$ cat config.mk
export PLATFORM = sky130hd
export DESIGN_NAME = dct_timer
export DESIGN_NICKNAME = d
export VERILOG_FILES = /design/src/common/dct_pkg.sv /design/src/core/dct_timer.sv
export SDC_FILE = /design/constraint.sdc
export NUM_CORES = 1
export LEC_CHECK = 0
export BUFFER_PORTS_ARGS = -buffer_cell sky130_fd_sc_hd__buf_4
export CAP_MARGIN = 20
export CELL_PAD_IN_SITES_DETAIL_PLACEMENT = 1
export CELL_PAD_IN_SITES_GLOBAL_PLACEMENT = 1
export CORE_AREA = 4 4 133 97
export DETAILED_ROUTE_END_ITERATION = 12
export DIE_AREA = 0 0 137 101
export PLACE_DENSITY_LB_ADDON = 0.15
export SLEW_MARGIN = 5
export SYNTH_ARGS = -nofsm -noshare
export SYNTH_HDL_FRONTEND = slang
export SYNTH_SLANG_ARGS = --single-unit
$ cat constraint.sdc
create_clock -name i_clk -period 2.9 [get_ports i_clk]
set_clock_uncertainty 0.2 [all_clocks]
set_input_delay 0.58 -clock i_clk [delete_from_list [all_inputs] [get_ports i_clk]]
set_output_delay 0.58 -clock i_clk [all_outputs]
set_load 0.05 [all_outputs]
$ cat src/common/dct_pkg.sv
// Package: register map, field layout, codes and state types of the dual 8-bit compare timer
package dct_pkg;

    // ------------------------------------------------------------------
    // Register map: address = {channel, index}
    // ------------------------------------------------------------------
    localparam logic [2:0] DCT_IDX_TCTL    = 3'h0;
    localparam logic [2:0] DCT_IDX_CSR     = 3'h1;
    localparam logic [2:0] DCT_IDX_CMPA    = 3'h2;
    localparam logic [2:0] DCT_IDX_CMPB    = 3'h3;
    localparam logic [2:0] DCT_IDX_CNT     = 3'h4;
    localparam logic [2:0] DCT_IDX_CCTL    = 3'h5;

    // ------------------------------------------------------------------
    // Field positions and codes
    // ------------------------------------------------------------------
    localparam int         DCT_CSR_FLAG_LSB = 5;
    localparam int         DCT_TCTL_CLR_LSB = 3;
    localparam logic       DCT_CSR_RSVD     = 1'b1;
    localparam logic [2:0] DCT_CKS_STOP     = 3'h0;
    localparam logic [2:0] DCT_CKS_SYS      = 3'h1;
    localparam logic [2:0] DCT_CKS_CASC     = 3'h4;
    localparam logic [2:0] DCT_CKS_EXT_RISE = 3'h5;
    localparam logic [2:0] DCT_CKS_EXT_FALL = 3'h6;
    localparam logic [2:0] DCT_CKS_EXT_BOTH = 3'h7;
    localparam logic [1:0] DCT_CLR_NONE     = 2'h0;
    localparam logic [1:0] DCT_CLR_MATCH_A  = 2'h1;
    localparam logic [1:0] DCT_CLR_MATCH_B  = 2'h2;
    localparam logic [1:0] DCT_CLR_EXT      = 2'h3;
    localparam logic [1:0] DCT_OS_KEEP      = 2'h0;
    localparam logic [1:0] DCT_OS_LOW       = 2'h1;
    localparam logic [1:0] DCT_OS_HIGH      = 2'h2;
    localparam logic [1:0] DCT_OS_TOGGLE    = 2'h3;
    localparam logic [7:0] DCT_CNT_MAX      = 8'hFF;
    localparam logic [7:0] DCT_CNT_ZERO     = 8'h00;

    // ------------------------------------------------------------------
    // Types
    // ------------------------------------------------------------------
    typedef struct packed {
        logic       wr;
        logic       rd;
        logic [3:0] addr;
        logic [7:0] wdata;
    } dct_bus_req_t;

    typedef struct packed {
        logic [7:0] cnt;
        logic [7:0] cmpa;
        logic [7:0] cmpb;
        logic [2:0] cks;
        logic [1:0] clr_sel;
        logic       rlvl;
        logic [2:0] flags;
        logic [3:0] os;
        logic       out;
        logic       pin;
        logic [2:0] clk_sync;
        logic [2:0] rst_sync;
    } dct_chan_t;

    typedef struct packed {
        dct_chan_t [1:0] ch;
        logic [7:0]      rdata;
    } dct_state_t;

    localparam dct_state_t DCT_STATE_RST = '0;

endpackage : dct_pkg

$ cat src/core/dct_timer.sv
// Module: two-channel 8-bit compare timer with cascade modes
// ----------------------------------------------------------------------
// ----------------------------------------------------------------------
//
// Strobed register access and the address map were chosen for this implementation.
module dct_timer (
    input  logic                  i_clk,
    input  logic                  i_srst,
    input  dct_pkg::dct_bus_req_t i_bus,
    output logic [7:0]            o_rdata,
    input  logic [1:0]            i_ext_count_clk,
    input  logic [1:0]            i_ext_reset_in,
    output logic [1:0]            o_pulse_out
);

    // ------------------------------------------------------------------
    // State and decoded events
    // ------------------------------------------------------------------
    dct_pkg::dct_state_t s_q;
    dct_pkg::dct_state_t s_d;

    logic       mode16;
    logic       mcount;
    logic       stall;
    logic [1:0] base_tick;
    logic [1:0] tick;
    logic [1:0] ext_clr;
    logic [1:0] mat_a;
    logic [1:0] mat_b;
    logic [1:0] clr;
    logic [1:0] ovf;
    logic [1:0] cnt_wr;

    function automatic logic wr_at(input dct_pkg::dct_bus_req_t b, input logic chn, input logic [2:0] idx);
        wr_at = b.wr && (b.addr[3] == chn) && (b.addr[2:0] == idx);
    endfunction : wr_at

    function automatic logic [1:0] os_field(input logic [3:0] os, input logic sel_b);
        os_field = sel_b ? os[3:2] : os[1:0];
    endfunction : os_field

    // ------------------------------------------------------------------
    // Next state
    // ------------------------------------------------------------------
    always_comb begin
        logic [1:0] act_a;
        logic [1:0] act_b;
        logic       inh_a;
        logic       inh_b;
        logic       clr16;
        act_a = 2'h0;
        act_b = 2'h0;
        inh_a = 1'b0;
        inh_b = 1'b0;
        clr16 = 1'b0;
        s_d = s_q;
        base_tick = 2'h0;
        tick = 2'h0;
        ext_clr = 2'h0;
        mat_a = 2'h0;
        mat_b = 2'h0;
        clr = 2'h0;
        ovf = 2'h0;
        cnt_wr = 2'h0;

        // Mode decode
        mode16 = (s_q.ch[0].cks == dct_pkg::DCT_CKS_CASC) && (s_q.ch[1].cks != dct_pkg::DCT_CKS_CASC);
        mcount = (s_q.ch[1].cks == dct_pkg::DCT_CKS_CASC) && (s_q.ch[0].cks != dct_pkg::DCT_CKS_CASC);
        stall  = (s_q.ch[0].cks == dct_pkg::DCT_CKS_CASC) && (s_q.ch[1].cks == dct_pkg::DCT_CKS_CASC);

        for (int c = 0; c < 2; c++) begin
            // Pin synchronisers; stage 0 feeds only stage 1
            s_d.ch[c].clk_sync = {s_q.ch[c].clk_sync[1:0], i_ext_count_clk[c]};
            s_d.ch[c].rst_sync = {s_q.ch[c].rst_sync[1:0], i_ext_reset_in[c]};
            cnt_wr[c] = wr_at(i_bus, 1'(c), dct_pkg::DCT_IDX_CNT);
            case (s_q.ch[c].cks)
                dct_pkg::DCT_CKS_SYS: begin
                    base_tick[c] = 1'b1;
                end
                dct_pkg::DCT_CKS_EXT_RISE: begin
                    base_tick[c] = s_q.ch[c].clk_sync[1] & ~s_q.ch[c].clk_sync[2];
                end
                dct_pkg::DCT_CKS_EXT_FALL: begin
                    base_tick[c] = ~s_q.ch[c].clk_sync[1] & s_q.ch[c].clk_sync[2];
                end
                dct_pkg::DCT_CKS_EXT_BOTH: begin
                    base_tick[c] = s_q.ch[c].clk_sync[1] ^ s_q.ch[c].clk_sync[2];
                end
                default: begin
                    base_tick[c] = 1'b0;
                end
            endcase
            // External reset clear, edge or level
            if (s_q.ch[c].clr_sel == dct_pkg::DCT_CLR_EXT) begin
                ext_clr[c] = s_q.ch[c].rlvl ? s_q.ch[c].rst_sync[1]
                                            : (s_q.ch[c].rst_sync[1] & ~s_q.ch[c].rst_sync[2]);
            end
        end

        // Tick and match generation; matches fire on the tick seen at equality
        if (stall) begin
            tick = 2'h0;
        end else if (mode16) begin
            inh_a = wr_at(i_bus, 1'b0, dct_pkg::DCT_IDX_CMPA) || wr_at(i_bus, 1'b1, dct_pkg::DCT_IDX_CMPA);
            inh_b = wr_at(i_bus, 1'b0, dct_pkg::DCT_IDX_CMPB) || wr_at(i_bus, 1'b1, dct_pkg::DCT_IDX_CMPB);
            tick[1] = base_tick[1];
            tick[0] = base_tick[1] && (s_q.ch[1].cnt == dct_pkg::DCT_CNT_MAX);
            mat_a[0] = tick[1] && !inh_a && ({s_q.ch[0].cnt, s_q.ch[1].cnt} == {s_q.ch[0].cmpa, s_q.ch[1].cmpa});
            mat_b[0] = tick[1] && !inh_b && ({s_q.ch[0].cnt, s_q.ch[1].cnt} == {s_q.ch[0].cmpb, s_q.ch[1].cmpb});
            mat_a[1] = tick[1] && !wr_at(i_bus, 1'b1, dct_pkg::DCT_IDX_CMPA) && (s_q.ch[1].cnt == s_q.ch[1].cmpa);
            mat_b[1] = tick[1] && !wr_at(i_bus, 1'b1, dct_pkg::DCT_IDX_CMPB) && (s_q.ch[1].cnt == s_q.ch[1].cmpb);
            clr16 = ((s_q.ch[0].clr_sel == dct_pkg::DCT_CLR_MATCH_A) && mat_a[0])
                 || ((s_q.ch[0].clr_sel == dct_pkg::DCT_CLR_MATCH_B) && mat_b[0])
                 || ext_clr[0];
            clr = {clr16, clr16};
            ovf[1] = tick[1] && (s_q.ch[1].cnt == dct_pkg::DCT_CNT_MAX) && !clr16;
            ovf[0] = ovf[1] && (s_q.ch[0].cnt == dct_pkg::DCT_CNT_MAX);
        end else begin
            tick[0] = base_tick[0];
            for (int c = 0; c < 2; c++) begin
                if (c == 1) begin
                    tick[1] = mcount ? mat_a[0] : base_tick[1];
                end
                mat_a[c] = tick[c] && !wr_at(i_bus, 1'(c), dct_pkg::DCT_IDX_CMPA)
                        && (s_q.ch[c].cnt == s_q.ch[c].cmpa);
                mat_b[c] = tick[c] && !wr_at(i_bus, 1'(c), dct_pkg::DCT_IDX_CMPB)
                        && (s_q.ch[c].cnt == s_q.ch[c].cmpb);
                clr[c] = ((s_q.ch[c].clr_sel == dct_pkg::DCT_CLR_MATCH_A) && mat_a[c])
                      || ((s_q.ch[c].clr_sel == dct_pkg::DCT_CLR_MATCH_B) && mat_b[c])
                      || ext_clr[c];
                ovf[c] = tick[c] && (s_q.ch[c].cnt == dct_pkg::DCT_CNT_MAX) && !clr[c];
            end
        end

        for (int c = 0; c < 2; c++) begin
            // Counter: clear beats write, write beats increment
            if (clr[c]) begin
                s_d.ch[c].cnt = dct_pkg::DCT_CNT_ZERO;
            end else if (cnt_wr[c]) begin
                s_d.ch[c].cnt = i_bus.wdata;
            end else if (tick[c]) begin
                s_d.ch[c].cnt = s_q.ch[c].cnt + 8'h01;
            end
            // Control registers
            if (wr_at(i_bus, 1'(c), dct_pkg::DCT_IDX_TCTL)) begin
                s_d.ch[c].cks     = i_bus.wdata[2:0];
                s_d.ch[c].clr_sel = i_bus.wdata[dct_pkg::DCT_TCTL_CLR_LSB +: 2];
            end
            if (wr_at(i_bus, 1'(c), dct_pkg::DCT_IDX_CCTL)) begin
                s_d.ch[c].rlvl = i_bus.wdata[0];
            end
            if (wr_at(i_bus, 1'(c), dct_pkg::DCT_IDX_CMPA)) begin
                s_d.ch[c].cmpa = i_bus.wdata;
            end
            if (wr_at(i_bus, 1'(c), dct_pkg::DCT_IDX_CMPB)) begin
                s_d.ch[c].cmpb = i_bus.wdata;
            end
            // Flags: zero clears, set wins over clear
            if (wr_at(i_bus, 1'(c), dct_pkg::DCT_IDX_CSR)) begin
                s_d.ch[c].os    = i_bus.wdata[3:0];
                s_d.ch[c].flags = s_q.ch[c].flags & i_bus.wdata[dct_pkg::DCT_CSR_FLAG_LSB +: 3];
            end
            s_d.ch[c].flags = s_d.ch[c].flags | {mat_b[c], mat_a[c], ovf[c]};
            // Output action with priority toggle, high, low, keep
            act_a = mat_a[c] ? os_field(s_q.ch[c].os, 1'b0) : dct_pkg::DCT_OS_KEEP;
            act_b = mat_b[c] ? os_field(s_q.ch[c].os, 1'b1) : dct_pkg::DCT_OS_KEEP;
            if (act_a == dct_pkg::DCT_OS_TOGGLE || act_b == dct_pkg::DCT_OS_TOGGLE) begin
                s_d.ch[c].out = ~s_q.ch[c].out;
            end else if (act_a == dct_pkg::DCT_OS_HIGH || act_b == dct_pkg::DCT_OS_HIGH) begin
                s_d.ch[c].out = 1'b1;
            end else if (act_a == dct_pkg::DCT_OS_LOW || act_b == dct_pkg::DCT_OS_LOW) begin
                s_d.ch[c].out = 1'b0;
            end
            s_d.ch[c].pin = (s_d.ch[c].os != 4'h0) && s_d.ch[c].out;
        end

        // Read data, one cycle after the strobe
        s_d.rdata = 8'h00;
        if (i_bus.rd) begin
            case (i_bus.addr[2:0])
                dct_pkg::DCT_IDX_TCTL: s_d.rdata = {3'h0, s_q.ch[i_bus.addr[3]].clr_sel, s_q.ch[i_bus.addr[3]].cks};
                dct_pkg::DCT_IDX_CSR:  s_d.rdata = {s_q.ch[i_bus.addr[3]].flags, dct_pkg::DCT_CSR_RSVD,
                                                    s_q.ch[i_bus.addr[3]].os};
                dct_pkg::DCT_IDX_CMPA: s_d.rdata = s_q.ch[i_bus.addr[3]].cmpa;
                dct_pkg::DCT_IDX_CMPB: s_d.rdata = s_q.ch[i_bus.addr[3]].cmpb;
                dct_pkg::DCT_IDX_CNT:  s_d.rdata = s_q.ch[i_bus.addr[3]].cnt;
                dct_pkg::DCT_IDX_CCTL: s_d.rdata = {7'h00, s_q.ch[i_bus.addr[3]].rlvl};
                default:               s_d.rdata = 8'h00;
            endcase
        end
    end

    // ------------------------------------------------------------------
    // State register
    // ------------------------------------------------------------------
    always_ff @(posedge i_clk) begin
        if (i_srst) begin
            s_q <= dct_pkg::DCT_STATE_RST;
        end else begin
            s_q <= s_d;
        end
    end

    assign o_rdata     = s_q.rdata;
    assign o_pulse_out = {s_q.ch[1].pin, s_q.ch[0].pin};

    // ------------------------------------------------------------------
    // Checks
    // ------------------------------------------------------------------
    logic any_wr;
    assign any_wr = i_bus.wr;
endmodule : dct_timer

==> results.ini, run 1 <==
[clock_network]
cts_resized = 0
numCtsBuffers = 9
clockBufferDepth = 2
insertion_delay_ns = 0.35
htreeDepth = 3
holdBufCountCts = 0
cts_tree = built
clk_pin_slew_ns = 0.07
cts_sinks = 98
postCtsSetupBuffers = 0
root_buffer = clkbuf_16

[min_path]
hold_start = i_ext_count_clk[1]
hold_class = primary input to register

[critical_path]
path_cells = xnor2_1 > nand4_1 > nor3_4 > a22oi_1 > o21ai_1 > nor3b_4 > nor2_1
critPathRequiredTime_ns = 2.92
cp.arrival_ns = 2.75
cp_slowest_stage_delay_ns = 0.59
r2r-start = s_q[90]
cp_max_fo = 8
cp_top_family = simple AND/OR/NAND/NOR gates
worstSetupPathType = register to register
startpoint = s_q[90]
cpMaxStageDelayCell = dfxtp_1
crit_buf_inv = 0
worst_setup_path_start_kind = register
end_kind = register

[timing]
hold_viol_final = 0
period_share = 0.941
worst_slew_pin_slew_ns = 0.541
min_period_ns = 2.73
final_max_slew_viol_count = 0
rsz0062_at_grt = no
max_freq_mhz = 367
setup_violations = 0
maxSlewHeadroom = 0.639

[yosys]
synth_async_sr_flop_share = 0
yosysSeqAreaShare = 0.367
ys_ff_latch = 98
synth_fp_nets = 662
synth_edf_count = 0
synth_cell_types = 60
synthFlopType = dfxtp_1
syn_avg_cell_area_um2 = 8.41
synth.cell_area_um2 = 5350
yosysWarnings = 0
synthCells = 636

[grt]
overflow = 0
antenna_found_initial = 0
grt_pass1_wl_mm = 29.0
grt_usage = 0.279
grt_max_degree = 32
first_global_vias = 4928

[floorplanning]
start_util = 0.463
die_h_um = 101
io_pins = 30
die_area_um2 = 13800
rows = 33
die_x_um = 137
coreArea_um2 = 11600

[power_and_ir_drop]
cellPowerDensity_nw_per_um2 = 523
p_sw_uw = 814
internal-power_uw = 2350
p_sw_frac = 0.257
p_leak_uw = 0.00230
p_comb_frac = 0.109
seqPwrFrac = 0.447
p_clk_frac = 0.444
ir_worst_vdd_mv = 0.295

[drt]
wl_met2_mm = 8.16
dr_wl_met3_mm = 1.57
drc = 0
vias = 4882
dr.pass1.iters = 5
initialDrtViolationCount = 484
top_layer = met4
viasPerCell = 6.01
met1_length_mm = 8.64
final_antenna_net_count = 0
wl_per_cell_um = 23.0
routed_wl_mm = 18.7

[finish]
stdcell_area_um2 = 6050
area.growth.synth_to_final_pct = 13.1
fin_util = 0.523
nets = 676
antennaDiodeCount = 0
final_cells = 812
drive_gt1_frac = 0.140

[placement]
dpl_cell_area_um2 = 5710
post-dp-hpwl_mm = 13.8
gp_congestion = 0.976
placedCellCount = 796
io_buffers = 29

[run_status]
status = completed

[run]
maxCapViolCount = 0

registers in the layout (all words and copies together), names as in the netlist:
name,flops
o_rdata,8
o_pulse_out,2
s_d,8
s_q,80
worst paths after layout:
check | slack [ns] | to | depth (start not counted)
min | 0.24 | s_d[57] | 2
min reg2reg | 0.24 | s_d[10] | 1
max reg2reg | 0.17 | s_q[90] | 7
max | 0.17 | s_q[90] | 7
synth_stat cells (8+ instances only):
cell type   n  area share
nand3_1    14       0.013
nor2_1     76       0.053
nand2_1    62       0.044
nand4_1    12       0.014
xnor2_1    27       0.044
mux2i_1    57        0.11
clkbuf_1   31       0.022
o22ai_1     9       0.011
xor2_1     19       0.031
buf_4      14       0.020
nor2b_1    21       0.025
a21oi_1    44       0.041
buf_2       8      0.0075
dfxtp_1    98        0.37
o21ai_0    29       0.027
a211oi_1   11       0.015
inv_1       8      0.0056
routing by layer:
| metal | up-vias | track usage |
|---|---|---|
| met4 | 0 | 0.0644 |
| met5 | - | 0 |
| met3 | 23 | 0.0783 |
| met1 | 2443 | 0.391 |
| met2 | 188 | 0.426 |
| li1 | 2228 | - |
cell usage in the layout, fill, tap and decap left out, types with 3 or more instances in the layout:
cell type / count
o211ai_1: 3
nor4_1: 4
bufinv_16: 3
buf_4: 59
mux2i_1: 57
nand3b_1: 3
o21ai_0: 29
nand2b_1: 7
nor2_1: 76
nor3_1: 7
dfxtp_1: 98
inv_1: 8
nand4_1: 12
nor2b_1: 21
a211oi_1: 11
and2_1: 3
xnor2_1: 27
and3_1: 5
nand3_1: 14
ha_1: 6
o22ai_1: 9
nand2_1: 62
a22oi_1: 7
a21oi_1: 44
a211oi_2: 3
xor2_1: 19
and4_1: 3
clkbuf_16: 9
nor3_2: 3
power groups by stage:
stage               clock network (uW)  registers, uW  logic, uW
global placement                     0           1440        327
global route                      1480           1420        366
detailed placement                   0           1440        336
CTS                               1420           1410        338
floorplan                            0           1420        226
finish                            1410           1420        344
cell type report:
class                      instances  area (um2)
clock buffer                      10         229
clock inverter                     6         113
fill                            1409        5510
inverter                           8        30.0
multi-input combinational        474        3080
sequential                        98        1960
tap                              157         196
timing repair buffer              59         443
stage by stage:
step / total power (uW) / TNS, ns / worst slack [ns] / hold WS (ns)
final: 3160 / 0 / 0.172 / 0.239
after global routing: 3260 / 0 / 0.0437 / 0.246
after CTS: 3170 / 0 / 0.251 / 0.235
after detailed placement: 1780 / -0.290 / -0.0571 / 0.230
after global placement: 1770 / 0 / 0.0742 / 0.217
after floorplan: 1640 / 0 / 0.376 / 0.214
cells by family (layout without fill, tap and decap cells):
family | count (synthesis) | in the layout | share of synthesized area
xor gates and xnor gates | 46 | 46 | 0.0753
and+or+nand+nor | 235 | 235 | 0.220
AOI/OAI and AO/OA | 129 | 129 | 0.157
adders and majority gates | 6 | 6 | 0.0140
buffers and inverters | 64 | 83 | 0.0580
DFF | 98 | 98 | 0.367
muxes | 58 | 58 | 0.109
Power figures use the tool's default switching activity.
==> run 2: changes to the inputs <==
- CORE_AREA: 4 4 133 97 -> 4 4 132 96
- CTS_BUF_LIST: unset -> sky130_fd_sc_hd__clkbuf_8
- DIE_AREA: 0 0 137 101 -> 0 0 136 100
==> run 2 against run 1 <==
Against the previous run: via count decreased by 1.7%; sequential power about the same; sequential share of layout area increased by 0.54 points; global-route usage decreased by 0.15 points; sequential cell count unchanged; final cell count increased by 0.37%; critical endpoint is now s_q[50]; largest power group unchanged; highest routed layer unchanged.
==> results.ini, run 2 (same netlist as run 1, synthesis figures left out) <==
[critical_path]
worstSetupPathType = register to register  ; unchanged
critPathRequiredTime_ns = 2.99  ; was 2.92 ns
startpoint = s_q[92]  ; was s_q[90]
path_cells = and4_1 > and3_1 > nand2_1 > o31ai_4 > nand4_1 > xor2_1 > a211oi_1  ; was xnor2_1 > nand4_1 > nor3_4 > a22oi_1 > o21ai_1 > nor3b_4 > nor2_1
r2r-start = s_q[92]  ; was s_q[90]
cpMaxStageDelayCell = dfxtp_1  ; unchanged
worst_setup_path_start_kind = register  ; unchanged
end_kind = register  ; unchanged
cp_max_fo = 8  ; unchanged
cp.arrival_ns = 2.69  ; was 2.75 ns
cp_slowest_stage_delay_ns = 0.56  ; was 0.59 ns

[grt]
overflow = 0  ; unchanged
grt_max_degree = 41  ; was 32
use_met3 = 0.0797  ; was 0.0783
gr-max-usage-layer = met1  ; was met2
first_global_vias = 4847  ; was 4928
grtUsageMet2 = 0.398  ; was 0.426
grt_usage = 0.277  ; was 0.279
global_route.usage.met1 = 0.405  ; was 0.391
grt_pass1_wl_mm = 28.4  ; was 29.0 mm
antenna_found_initial = 0  ; unchanged

[placement]
post-dp-hpwl_mm = 13.7  ; was 13.8 mm
gp_congestion = 0.991  ; was 0.976
io_buffers = 29  ; unchanged

[floorplanning]
io_pins = 30  ; unchanged
rows = 33  ; unchanged
die_h_um = 100  ; was 101 um
start_util = 0.468  ; was 0.463
coreArea_um2 = 11400  ; was 11600 um2
die_x_um = 136  ; was 137 um
die_area_um2 = 13600  ; was 13800 um2

[clock_network]
insertion_delay_ns = 0.38  ; was 0.35 ns
cts_tree = built  ; unchanged
htreeDepth = 3  ; unchanged
clockBufferDepth = 2  ; unchanged
holdBufCountCts = 0  ; unchanged
clk_pin_slew_ns = 0.10  ; was 0.07 ns
cts_sinks = 98  ; unchanged
root_buffer = clkbuf_8  ; was clkbuf_16
numCtsBuffers = 9  ; unchanged

[drt]
dr.pass1.iters = 4  ; was 5
wl_per_cell_um = 22.3  ; was 23.0 um
final_antenna_net_count = 0  ; unchanged
drc = 0  ; unchanged
vias = 4797  ; was 4882
initialDrtViolationCount = 385  ; was 484
routed_wl_mm = 18.2  ; was 18.7 mm
viasPerCell = 5.89  ; was 6.01

[timing]
setup_violations = 0  ; unchanged
max_freq_mhz = 383  ; was 367 MHz
period_share = 0.899  ; was 0.941
final_max_slew_viol_count = 0  ; unchanged
whs_ns = 0.204  ; was 0.239 ns
worst_slew_pin_slew_ns = 0.573  ; was 0.541 ns
hold_viol_final = 0  ; unchanged
setup_tns_ns = 0  ; unchanged
rsz0062_at_grt = no  ; unchanged
maxSlewHeadroom = 0.618  ; was 0.639
min_period_ns = 2.61  ; was 2.73 ns

[finish]
antennaDiodeCount = 0  ; unchanged
largest_reg_flops = 80  ; unchanged
final_cell_mix = dfxtp_1, nor2_1, nand2_1, buf_4, mux2i_1  ; was dfxtp_1, nor2_1, nand2_1
drive_gt1_frac = 0.146  ; was 0.140
nets = 679  ; was 676
final_common_cell = dfxtp_1  ; unchanged
largest-register = s_q  ; unchanged
area.growth.synth_to_final_pct = 11.3  ; was 13.1%

[min_path]
hold_class = primary input to register  ; unchanged
hold_start = i_ext_count_clk[0]  ; was i_ext_count_clk[1]

[run_status]
status = completed  ; unchanged

[power_and_ir_drop]
p_leak_uw = 0.00225  ; was 0.00230 uW
ir_worst_vdd_mv = 0.258  ; was 0.295 mV
cellPowerDensity_nw_per_um2 = 455  ; was 523 nW/um2

[run]
maxCapViolCount = 0  ; unchanged

run 2: per-stage QoR:
stage | area, um2 | total power [uW] | utilization | instances | worst slack, ns
floorplan | 5350 | 1640 | - | 636 | 0.376
global placement | 5730 | 1760 | 0.501 | 799 | 0.233
detailed placement | 5730 | 1770 | 0.501 | 799 | 0.128
CTS | 5940 | 2720 | 0.520 | 815 | 0.236
global route | 5950 | 2810 | 0.520 | 815 | 0.0939
finish | 5950 | 2700 | 0.520 | 815 | 0.292
run 2: what timing repair did:
action,CTS,global route
buffers inserted,0,0
endpoints found under the setup margin,0,6
gates resized for setup,0,1
run 2: cell type report:
type	count	area, um2
Clock buffer	11	151
Clock inverter	5	62.6
Fill cell	1421	5490
Inverter	8	30.0
Multi-Input combinational cell	474	3080
Sequential cell	98	1960
Tap cell	157	196
Timing Repair Buffer	62	465
run 2: final timing paths:
check | to | slack (ns) | cells after the start
max | s_q[50] | 0.29 | 7
max reg2reg | s_q[50] | 0.29 | 7
min reg2reg | s_d[10] | 0.25 | 1
min | s_d[12] | 0.20 | 2
run 2: power breakdown:
| part | switching, uW | internal, uW |
|---|---|---|
| Clock | 503 | 449 |
| Sequential | 39.8 | 1370 |
| Combinational | 212 | 129 |
run 2: critical path: cells and delay by family, from the launching register on:
| kind | cells | cell delay (ns) |
|---|---|---|
| simple gates | 4 | 0.84 |
| xor+xnor | 1 | 0.17 |
| compound gates | 2 | 0.75 |
| flops | 1 | 0.56 |
run 2: metal layers:
| layer | routed length [um] | vias to the layer above | part of all wire |
|---|---|---|---|
| met4 | 342 | 0 | 0.019 |
| met2 | 7610 | 142 | 0.42 |
| li1 | - | 2244 | - |
| met5 | 0 | - | 0 |
| met3 | 1410 | 27 | 0.077 |
| met1 | 8810 | 2384 | 0.48 |
==> run 3: changes to the inputs <==
- clock period: 2.9 -> 2.95 ns (I/O delays scaled with it)
==> run 3 against run 2 <==
Against the previous run: combinational power fell by 6%; critical endpoint is now s_q[94]; final area fell by 1.4%; non-clock buffer count fell by 6; sequential cell count did not move; fmax fell by 3.7%; clock-buffer cell count did not move; final cell count fell by 0.74%; wire length rose by 1.1%; hold slack improved by 0.015 ns; critical path depth did not move.
==> results.ini, run 3 (same netlist as run 1, synthesis figures left out) <==
[finish]
largest_reg_flops = 80  ; unchanged
final_common_cell = dfxtp_1  ; unchanged
antennaDiodeCount = 0  ; unchanged
largest-register = s_q  ; unchanged
nets = 673  ; was 679
final_cell_mix = dfxtp_1, nor2_1, nand2_1  ; was dfxtp_1, nor2_1, nand2_1, buf_4, mux2i_1
area.growth.synth_to_final_pct = 9.69  ; was 11.3%
fin_util = 0.513  ; was 0.520
n_fill_cell = 1394  ; was 1421
drive_gt1_frac = 0.137  ; was 0.146

[critical_path]
r2r_setup_slack_ns = 0.24  ; was 0.29 ns
cp-endpoint = s_q[94]  ; was s_q[50]
cp_max_fo = 8  ; unchanged
rr_worst_depth = 7  ; unchanged
end_kind = register  ; unchanged
startpoint = s_q[90]  ; was s_q[92]
r2r-start = s_q[90]  ; was s_q[92]
cp.arrival_ns = 2.76  ; was 2.69 ns
worstSetupPathType = register to register  ; unchanged
rr_endpoint = s_q[94]  ; was s_q[50]
worst_setup_path_start_kind = register  ; unchanged
critPathRequiredTime_ns = 3.00  ; was 2.99 ns

[clock_network]
htreeDepth = 3  ; unchanged
cts_tree = built  ; unchanged
postCtsSetupBuffers = 0  ; unchanged
cts_sinks = 98  ; unchanged
root_buffer = clkbuf_8  ; unchanged
clk_pin_slew_ns = 0.10  ; about the same
holdBufCountCts = 0  ; unchanged
insertion_delay_ns = 0.38  ; about the same
numCtsBuffers = 9  ; unchanged
cts_resized = 0  ; unchanged
clockBufferDepth = 2  ; unchanged

[drt]
vias = 4780  ; was 4797
dr.pass1.iters = 5  ; was 4
viasPerCell = 5.91  ; was 5.89
drc = 0  ; unchanged
wl_per_cell_um = 22.7  ; was 22.3 um
final_antenna_net_count = 0  ; unchanged
initialDrtViolationCount = 436  ; was 385
routed_wl_mm = 18.4  ; was 18.2 mm

[timing]
setup_violations = 0  ; unchanged
maxSlewHeadroom = 0.655  ; was 0.618
min_period_ns = 2.71  ; was 2.61 ns
hold_viol_final = 0  ; unchanged
period_share = 0.919  ; was 0.899
fin_ws_ns = 0.240  ; was 0.292 ns
worst_slew_pin_slew_ns = 0.518  ; was 0.573 ns
setup_tns_ns = 0  ; unchanged
final_max_slew_viol_count = 0  ; unchanged
whs_ns = 0.220  ; was 0.204 ns
rsz0062_at_grt = no  ; unchanged
max_freq_mhz = 369  ; was 383 MHz

[grt]
overflow = 0  ; unchanged
grt_pass1_wl_mm = 28.7  ; was 28.4 mm
grt_usage = 0.281  ; was 0.277
grt_max_degree = 31  ; was 41
first_global_vias = 4826  ; was 4847
antenna_found_initial = 1  ; was 0

[power_and_ir_drop]
p_leak_uw = 0.00221  ; was 0.00225 uW
cellPowerDensity_nw_per_um2 = 435  ; was 455 nW/um2
ir_worst_vdd_mv = 0.213  ; was 0.258 mV

[placement]
io_buffers = 29  ; unchanged
dp_slack_ns = 0.163  ; was 0.128 ns
post-dp-hpwl_mm = 13.8  ; was 13.7 mm
gp_congestion = 0.950  ; was 0.991

[floorplanning]
coreArea_um2 = 11400  ; unchanged
die_h_um = 100  ; unchanged
rows = 33  ; unchanged
io_pins = 30  ; unchanged
start_util = 0.468  ; unchanged
die_area_um2 = 13600  ; unchanged
die_x_um = 136  ; unchanged

[run_status]
status = completed  ; unchanged

[run]
maxCapViolCount = 0  ; unchanged

[min_path]
hold_class = primary input to register  ; unchanged

==> run 3: cell types whose count changed in the layout (fill, tap and decap cells not counted), sizes merged <==
cell,change
inv,+1
buf,-6
clkinvlp,-1
clkinv,+1
bufinv,-1
==> run 3: how the worst min path moves through the flow <==
stage,to,slack (ns),start,cells after the start
floorplan,s_d[10],0.21,s_d[9],1
global placement,s_d[10],0.22,s_d[9],1
detailed placement,s_d[13],0.23,s_d[12],1
CTS,s_d[9],0.22,i_ext_reset_in[0],2
global route,s_d[54],0.25,i_ext_reset_in[1],2
finish,s_d[9],0.22,i_ext_reset_in[0],2
==> run 3: critical path: stages (launching register included) <==
cell and delay (ns):
dfxtp_1 0.63, xnor2_1 0.18, nand4_1 0.16, nor3_2 0.45
a22oi_1 0.17, o21ai_1 0.25, nor3b_4 0.44, a211oi_1 0.10
==> run 3: layout make-up <==
class	instances	area (um2)	share of cell area
clock buffers	11	151	0.0258
clock inverters	5	30.0	0.00512
inverters	8	30.0	0.00512
multi-input cells	474	3080	0.524
flip-flops and latches	98	1960	0.334
well taps	157	196	0.0335
repair buffers	56	420	0.0717
==> run 3: report_power, final <==
part | total (uW) | switching [uW] | leakage [uW] | internal [uW]
Combinational | 322 | 202 | 0.00132 | 120
Sequential | 1390 | 42.5 | 0.000794 | 1350
Clock | 836 | 487 | 0.0000965 | 349
Total | 2550 | 732 | 0.00221 | 1820
==> run 3: routing by layer <==
layer  vias to the layer above  share of wire  track usage
li1                       2224              -            -
met4                         0          0.022       0.0790
met1                      2380           0.50        0.418
met2                       146           0.42        0.411
met3                        30          0.061       0.0586
met5                         -              0            0
==> run 3: stage by stage <==
stage / cells / power [uW] / cell area [um2]
final: 809 / 2550 / 5870
after global routing: 809 / 2640 / 5870
after CTS: 809 / 2560 / 5870
after detailed placement: 793 / 1740 / 5680
after global placement: 793 / 1730 / 5680
after floorplan: 636 / 1620 / 5350
